[src/logic/fetch_port_map.svh]
// constants for the external instruction fetch port: timing counts,
// reset values and instruction encodings.
// assumes MCLK at 20 MHz; included by bare name wherever needed.
`ifndef FETCH_PORT_MAP_SVH
`define FETCH_PORT_MAP_SVH

// ------------------------------------------------------------
// timing
// ------------------------------------------------------------
`define MCLK_PERIOD_NS   50
`define OSC_PERIOD_NS    3000
// least time, so rounded up to whole MCLK cycles
`define PHASE_CYCLES     ((`OSC_PERIOD_NS + `MCLK_PERIOD_NS - 1) / `MCLK_PERIOD_NS)

// ------------------------------------------------------------
// reset values
// ------------------------------------------------------------
`define COUNT_RESET      6'h00
`define PAGE_RESET       4'hf
`define CHAPTER_RESET    1'h0
`define STROBE_RESET     16'h0000
`define OUT_RESET        5'h00

// ------------------------------------------------------------
// instruction encodings (field positions and opcodes)
// ------------------------------------------------------------
`define BRANCH_HI        2'h2
`define IMM_LO           3
`define OP_LOAD_PAGE     4'h1
`define OP_LOAD_Y        4'h4
`define OP_LOAD_ACC      4'h6
`define OP_KEY_TO_ACC    8'h08
`define OP_KEY_NONZERO   8'h09
`define OP_TO_OUT        8'h0a
`define OP_CLEAR_OUT     8'h0b
`define OP_RESET_STROBE  8'h0c
`define OP_SET_STROBE    8'h0d
`define OP_TOGGLE_CHAP   8'h0e

`endif

[src/logic/fetch_pkg.sv]
// types shared by the instruction fetch port and its memory model.
// assumes fetch_port_map.svh holds all numeric constants.
package fetch_pkg;

    // ------------------------------------------------------------
    // address driven to the external instruction memory
    // ------------------------------------------------------------
    typedef struct packed {
        logic       chapter;
        logic [3:0] page;
        logic [5:0] count;
    } instr_addr_s;

    // ------------------------------------------------------------
    // latched data output register
    // ------------------------------------------------------------
    typedef struct packed {
        logic       status;
        logic [3:0] data;
    } out_reg_s;

    // six phases of one instruction cycle
    typedef enum {
        PH_ADDR,
        PH_1,
        PH_2,
        PH_3,
        PH_LATCH,
        PH_EXEC
    } phase_e;

endpackage

[src/logic/instr_fetch_port.sv]
// external instruction fetch port of a four-bit evaluator core.
// assumes an external memory answers INSTR_IN from the driven address
// within five oscillator phases; all inputs are synchronous to MCLK.
`timescale 1ns/1ns
`include "fetch_port_map.svh"

module instr_fetch_port (
    input  wire logic        MCLK,
    input  wire logic        RST_B,
    input  wire logic        INIT,
    input  wire logic        CHAPTER_EN,
    input  wire logic [15:0] STROBE_ENABLE,
    input  wire logic [7:0]  INSTR_IN,
    input  wire logic [3:0]  KEY_IN,
    output logic      [5:0]  PROG_COUNTER,
    output logic      [3:0]  PAGE_ADDR,
    output logic             CHAPTER_ADDR,
    output logic      [3:0]  DATA_OUT,
    output logic             STATUS_LATCH_OUT,
    output logic      [15:0] STROBE_LATCH_OUT
);

    // ------------------------------------------------------------
    // state
    // ------------------------------------------------------------
    fetch_pkg::phase_e      phase;
    fetch_pkg::phase_e      next_phase;
    logic [5:0]             div_cnt;
    logic [5:0]             next_div_cnt;
    fetch_pkg::instr_addr_s addr;
    fetch_pkg::instr_addr_s next_addr;
    logic [3:0]             page_buf;
    logic [3:0]             next_page_buf;
    logic                   chapter_buf;
    logic                   next_chapter_buf;
    logic                   status;
    logic                   next_status;
    logic [3:0]             acc;
    logic [3:0]             next_acc;
    logic [3:0]             y_reg;
    logic [3:0]             next_y_reg;
    logic [7:0]             instr;
    logic [7:0]             next_instr;
    fetch_pkg::out_reg_s    out_reg;
    fetch_pkg::out_reg_s    next_out_reg;
    logic [15:0]            strobe;
    logic [15:0]            next_strobe;
    logic                   tick;
    logic                   exec;
    logic [5:0]             seq_count;

    // one phase every oscillator period of MCLK cycles
    assign tick = (div_cnt == 6'(`PHASE_CYCLES - 1));
    assign exec = tick && (phase == fetch_pkg::PH_EXEC);

    pc_sequencer u_seq (
        .count      (addr.count),
        .next_count (seq_count)
    );

    // ------------------------------------------------------------
    // next-state: phase divider, fetch and execute
    // ------------------------------------------------------------
    always_comb begin
        next_phase       = phase;
        next_div_cnt     = tick ? 6'h00 : div_cnt + 6'h01;
        next_addr        = addr;
        next_page_buf    = page_buf;
        next_chapter_buf = chapter_buf;
        next_status      = status;
        next_acc         = acc;
        next_y_reg       = y_reg;
        next_instr       = instr;
        next_out_reg     = out_reg;
        next_strobe      = strobe;
        if (INIT) begin
            // init behaves as a power-on clear, except that the instruction register keeps its value
            next_phase         = fetch_pkg::PH_ADDR;
            next_div_cnt       = 6'h00;
            next_addr.count    = `COUNT_RESET;
            next_addr.page     = `PAGE_RESET;
            next_addr.chapter  = `CHAPTER_RESET;
            next_page_buf      = `PAGE_RESET;
            next_chapter_buf   = `CHAPTER_RESET;
            next_status        = 1'b1;
            next_acc           = 4'h0;
            next_y_reg         = 4'h0;
            next_out_reg       = `OUT_RESET;
            next_strobe        = `STROBE_RESET;
        end else if (tick) begin
            case (phase)
                fetch_pkg::PH_ADDR:  next_phase = fetch_pkg::PH_1;
                fetch_pkg::PH_1:     next_phase = fetch_pkg::PH_2;
                fetch_pkg::PH_2:     next_phase = fetch_pkg::PH_3;
                fetch_pkg::PH_3:     next_phase = fetch_pkg::PH_LATCH;
                fetch_pkg::PH_LATCH: next_phase = fetch_pkg::PH_EXEC;
                fetch_pkg::PH_EXEC:  next_phase = fetch_pkg::PH_ADDR;
                default:             next_phase = fetch_pkg::PH_ADDR;
            endcase
            // late sample gives the memory five phases of settled address
            if (phase == fetch_pkg::PH_LATCH) begin
                next_instr = INSTR_IN;
            end
            if (phase == fetch_pkg::PH_EXEC) begin
                next_status     = 1'b1;
                next_addr.count = seq_count;
                if (instr[7:6] == `BRANCH_HI) begin
                    // branch only when the previous status left it set
                    if (status) begin
                        next_addr.count   = instr[5:0];
                        next_addr.page    = page_buf;
                        next_addr.chapter = CHAPTER_EN & chapter_buf;
                    end
                end else if (instr[7:4] == `OP_LOAD_PAGE) begin
                    next_page_buf = instr[`IMM_LO:0];
                end else if (instr[7:4] == `OP_LOAD_Y) begin
                    next_y_reg = instr[`IMM_LO:0];
                end else if (instr[7:4] == `OP_LOAD_ACC) begin
                    next_acc = instr[`IMM_LO:0];
                end else begin
                    case (instr)
                        `OP_KEY_TO_ACC:   next_acc = KEY_IN;
                        `OP_KEY_NONZERO:  next_status = (KEY_IN != 4'h0);
                        `OP_TO_OUT: begin
                            next_out_reg.data   = acc;
                            next_out_reg.status = status;
                        end
                        `OP_CLEAR_OUT:    next_out_reg = `OUT_RESET;
                        // latches not enabled by the user stay low
                        `OP_SET_STROBE:   next_strobe[y_reg] = STROBE_ENABLE[y_reg];
                        `OP_RESET_STROBE: next_strobe[y_reg] = 1'b0;
                        `OP_TOGGLE_CHAP:  next_chapter_buf = ~chapter_buf;
                        default:          next_status = 1'b1;
                    endcase
                end
                // the strap may drop after a chapter was entered; the smaller
                // variant must not keep driving that bit past the next execute
                if (!CHAPTER_EN) begin
                    next_addr.chapter = 1'b0;
                end
            end
        end
    end

    // ------------------------------------------------------------
    // registers
    // ------------------------------------------------------------
    always_ff @(posedge MCLK or negedge RST_B) begin
        if (!RST_B) begin
            phase       <= fetch_pkg::PH_ADDR;
            div_cnt     <= 6'h00;
            addr        <= {`CHAPTER_RESET, `PAGE_RESET, `COUNT_RESET};
            page_buf    <= `PAGE_RESET;
            chapter_buf <= `CHAPTER_RESET;
            status      <= 1'b1;
            acc         <= 4'h0;
            y_reg       <= 4'h0;
            instr       <= 8'h00;
            out_reg     <= `OUT_RESET;
            strobe      <= `STROBE_RESET;
        end else begin
            phase       <= next_phase;
            div_cnt     <= next_div_cnt;
            addr        <= next_addr;
            page_buf    <= next_page_buf;
            chapter_buf <= next_chapter_buf;
            status      <= next_status;
            acc         <= next_acc;
            y_reg       <= next_y_reg;
            instr       <= next_instr;
            out_reg     <= next_out_reg;
            strobe      <= next_strobe;
        end
    end

    // ------------------------------------------------------------
    // outputs: dedicated address and data pins, all straight from flops
    // ------------------------------------------------------------
    assign PROG_COUNTER     = addr.count;
    assign PAGE_ADDR        = addr.page;
    assign CHAPTER_ADDR     = addr.chapter;
    assign DATA_OUT         = out_reg.data;
    assign STATUS_LATCH_OUT = out_reg.status;
    assign STROBE_LATCH_OUT = strobe;
endmodule // instr_fetch_port

[src/logic/pc_sequencer.sv]
// next-value function of the six-bit instruction counter.
// assumes the caller registers the result once per instruction cycle.
`timescale 1ns/1ns

module pc_sequencer (
    input  wire logic [5:0] count,
    output logic      [5:0] next_count
);

    // ------------------------------------------------------------
    // shift with xnor feedback; the lock-up value is steered to zero
    // so a branch onto it cannot stall the counter
    // ------------------------------------------------------------
    always_comb begin
        if (count == 6'h3f) begin
            next_count = 6'h00;
        end else begin
            next_count = {count[4:0], ~(count[5] ^ count[4])};
        end
    end

endmodule // pc_sequencer

[config.mk]
export PLATFORM = sky130hd
export DESIGN_NAME = instr_fetch_port
export DESIGN_NICKNAME = d
export VERILOG_FILES = /design/src/logic/fetch_pkg.sv /design/src/logic/instr_fetch_port.sv /design/src/logic/pc_sequencer.sv
export VERILOG_INCLUDE_DIRS = /design/src /design/src/logic
export SDC_FILE = /design/constraint.sdc
export NUM_CORES = 1
export LEC_CHECK = 0
export BUFFER_PORTS_ARGS = -buffer_cell sky130_fd_sc_hd__buf_4
export CAP_MARGIN = 30
export CORE_AREA = 2 2 107 78
export CTS_CLUSTER_SIZE = 25
export DETAILED_ROUTE_END_ITERATION = 8
export DIE_AREA = 0 0 109 80
export PLACE_DENSITY = 0.76
export SLEW_MARGIN = 20
export SYNTH_ARGS = -nofsm -noshare
export SYNTH_HDL_FRONTEND = slang
export SYNTH_SLANG_ARGS = --single-unit
[constraint.sdc]
create_clock -name MCLK -period 2.9 [get_ports MCLK]
set_input_delay 0.145 -clock MCLK [delete_from_list [all_inputs] [get_ports MCLK]]
set_output_delay 0.145 -clock MCLK [all_outputs]
set_load 0.03 [all_outputs]
==> out/metrics.yaml <==
yosys:
  synth_most_common_cell: "dfrtp_1"
  synth_warnings: 0
  synth_edf_count: 0
  synth_top_flop_cell: "dfrtp_1"
  syn_inst: 349
  ys_seq_area_frac: 0.469
  yosys.area.top_type: "dfrtp_1"
  syn_area_mm2: 0.00339
  synth_top_area_frac: 0.399
  ys_async_sr_fraction: 1.00
  synthDistinctLibCells: 51
  avgSynthCellArea_um2: 9.70
  synthTopCellsByCount: "dfrtp_1 (54), o21ai_0 (40), nor2b_1 (30)"
  synth_nets: 383
  synth-seq-cells: 63
  synthTopCellsByArea: "dfrtp_1 (40%), dfstp_2 (7.0%), o21ai_0 (5.9%), nor2b_1 (5.5%), mux2_2 (2.7%)"
placed_design:
  dp_hpwl_mm: 5.83
  dp_cells: 491
  gp_congestion: 0.779
  portBuffers: 63
clocking:
  cts_max_path_buffers: 2
  root_buffer: "clkbuf_8"
  clock_sinks: 63
  clkSlewWorstSetupHoldPaths_ns: 0.07
  clkLatencyLatePin_ns: 0.35
  htreeDepth: 3
  cts_setup_buffers: 0
  cts_inserted_buffers: 9
  cts_tree: "yes"
floorplan:
  fp-row-count: 27
  die_height_um: 80
  die_area_mm2: 0.00872
  core_mm2: 0.00767
  start_util: 0.442
  pin_count: 64
  fp.dieW_um: 109
detailed_routing:
  routed_wirelength_mm: 8.51
  drc: 0
  drt_pass1_iterations: 4
  via_per_inst: 5.77
  wl_per_cell_um: 16.8
  antenna_left: 0
  via_count: 2929
  drtIter0Drc: 190
timing:
  hold_viol_final: 0
  slew_violations: 0
  post-route-period-util: 0.785
  rsz0062_at_grt: "false"
  max_slew_margin: 0.459
  setup_viol: 0
  setup_tns_ns: 0
  max_freq_mhz: 439
  final.setup_skew_ns: 0.00811
  fin_crit_ns: 2.28
  worst_slew_pin_slew_ns: 0.809
critical_path:
  cp_slowest_cell: "nor4b_2"
  critPathLaunchType: "register"
  crit_start: "instr[7]$_DFFE_PN0P_"
  crit_arrival_ns: 2.55
  worst_path_largest_cell_delay_ns: 0.76
  worstPathCellList: "nor3_1 -> nor4b_2 -> nor2b_1 -> a211o_1"
  critical_path_class: "reg2reg"
  end_kind: "register"
  timing.rr.start: "instr[7]$_DFFE_PN0P_"
  crit_path_max_fanout: 10
  r2r_setup_slack_ns: 0.62
  required_ns: 3.17
power_and_ir_drop:
  sw_frac_of_total: 0.224
  power_frac_comb: 0.046
  power_density_mw_per_mm2: 419
  p_clk_frac: 0.438
  totalPowerFinal_mw: 1.72
  p_leak_nw: 1.71
  seqPwrFrac: 0.516
  p_int_mw: 1.33
  p_switching_mw: 0.385
  peakVddDrop_mv: 0.258
layout:
  largest_reg_flops: 16
  syn2layout_area_growth_pct: 21.1
  diodes: 0
  drive_gt1_frac: 0.265
  finalNetCount: 436
  layout.cells.non_filler: 508
global_routing:
  gr-usage-all-layers: 0.209
  antenna_found_initial: 0
  overflow: 0
  grt_pass1_vias: 2831
  grt_pass1_wl_mm: 14.1
  grt_max_degree: 64
run:
  cap_violations: 0
status:
  outcome: "completed"
min_path:
  min_path_type: "in2reg"
  holdCritStartpoint: "INSTR_IN[0]"
area by class of cell:
type                       instances  area [um^2]
multi-input combinational        254         1660
tap                              101          126
sequential                        63         1590
inverter                           5         18.8
clock inverter                     4         45.0
fill                             715         3570
timing repair buffer              69          520
clock buffer                      12          145
stage by stage:
stage / area, um^2 / utilization / setup WS, ns / hold WS, ns
after CTS: 4100 / 0.535 / 0.637 / 0.0184
after global placement: 3900 / 0.509 / 0.728 / 0.284
after global routing: 4100 / 0.535 / 0.463 / 0.0151
after floorplan: 3390 / - / 0.847 / -0.151
final: 4100 / 0.535 / 0.624 / 0.0272
after detailed placement: 3900 / 0.509 / 0.653 / 0.289
layer usage:
layer	global-route usage	vias to the layer above	part of all wire
li1	-	1381	-
met1	0.298	1448	0.47
met2	0.314	96	0.46
met3	0.0596	4	0.068
met4	0.0449	0	0.0065
met5	0	-	0
path summary, 6_finish.rpt:
path | end | cells past startpoint
worst max-delay path | page_buf[0]$_DFFE_PN1P_ | 4
worst min-delay path | instr[0]$_DFFE_PN0P_ | 2
worst max register to register | page_buf[0]$_DFFE_PN1P_ | 4
worst min register to register | div_cnt[0]$_DFF_PN0_ | 1
max in group asynchronous | PROG_COUNTER[1]$_DFFE_PN0P_ | 2
min in group asynchronous | phase[0]$_DFFE_PN0N_ | 2
power groups by stage:
stage	clock [mW]	combinational (mW)	sequential, mW
floorplan	0	0.0246	0.901
global placement	0	0.0779	0.904
detailed placement	0	0.0792	0.904
CTS	0.759	0.0807	0.888
global route	0.805	0.0877	0.889
finish	0.753	0.0786	0.888
placed cells by master, fill, tap and decap left out, drive strengths merged, types with 6 or more instances in the layout:
cell    netlist  layout
a211o         8       8
a21oi        16      16
a221oi        6       6
buf           7      68
clkbuf       20      12
dfrtp        54      54
dfstp         9       9
mux2          8       8
mux2i         8       8
nand2        21      21
nand3         7       7
nand4        10      10
nand4b       10      10
nor2         24      24
nor2b        30      30
nor3         11      11
o21ai        40      40
critical path, delay by kind of cell (launching register included):
family / cells / cell delay [ns]
flops: 1 / 0.51
compound gates: 1 / 0.30
simple gates: 3 / 1.40
what timing repair did:
action,4_1_cts,5_1_grt
hold buffers,1,0
gates resized for setup,0,0
endpoints found under the hold margin,54,0
kinds of logic (layout without fill, tap and decap cells):
kind of cell	count (synthesis)	count (layout)	share of synthesized area
AOI/OAI and AO/OA	83	83	0.149
adders and majority gates	2	2	0.00739
muxes	16	16	0.0502
DFF	63	63	0.469
buffers and inverters	32	90	0.0414
xor gates and xnor gates	4	4	0.0103
and+or+nand+nor	149	149	0.273
Power figures use the tool's default switching activity.
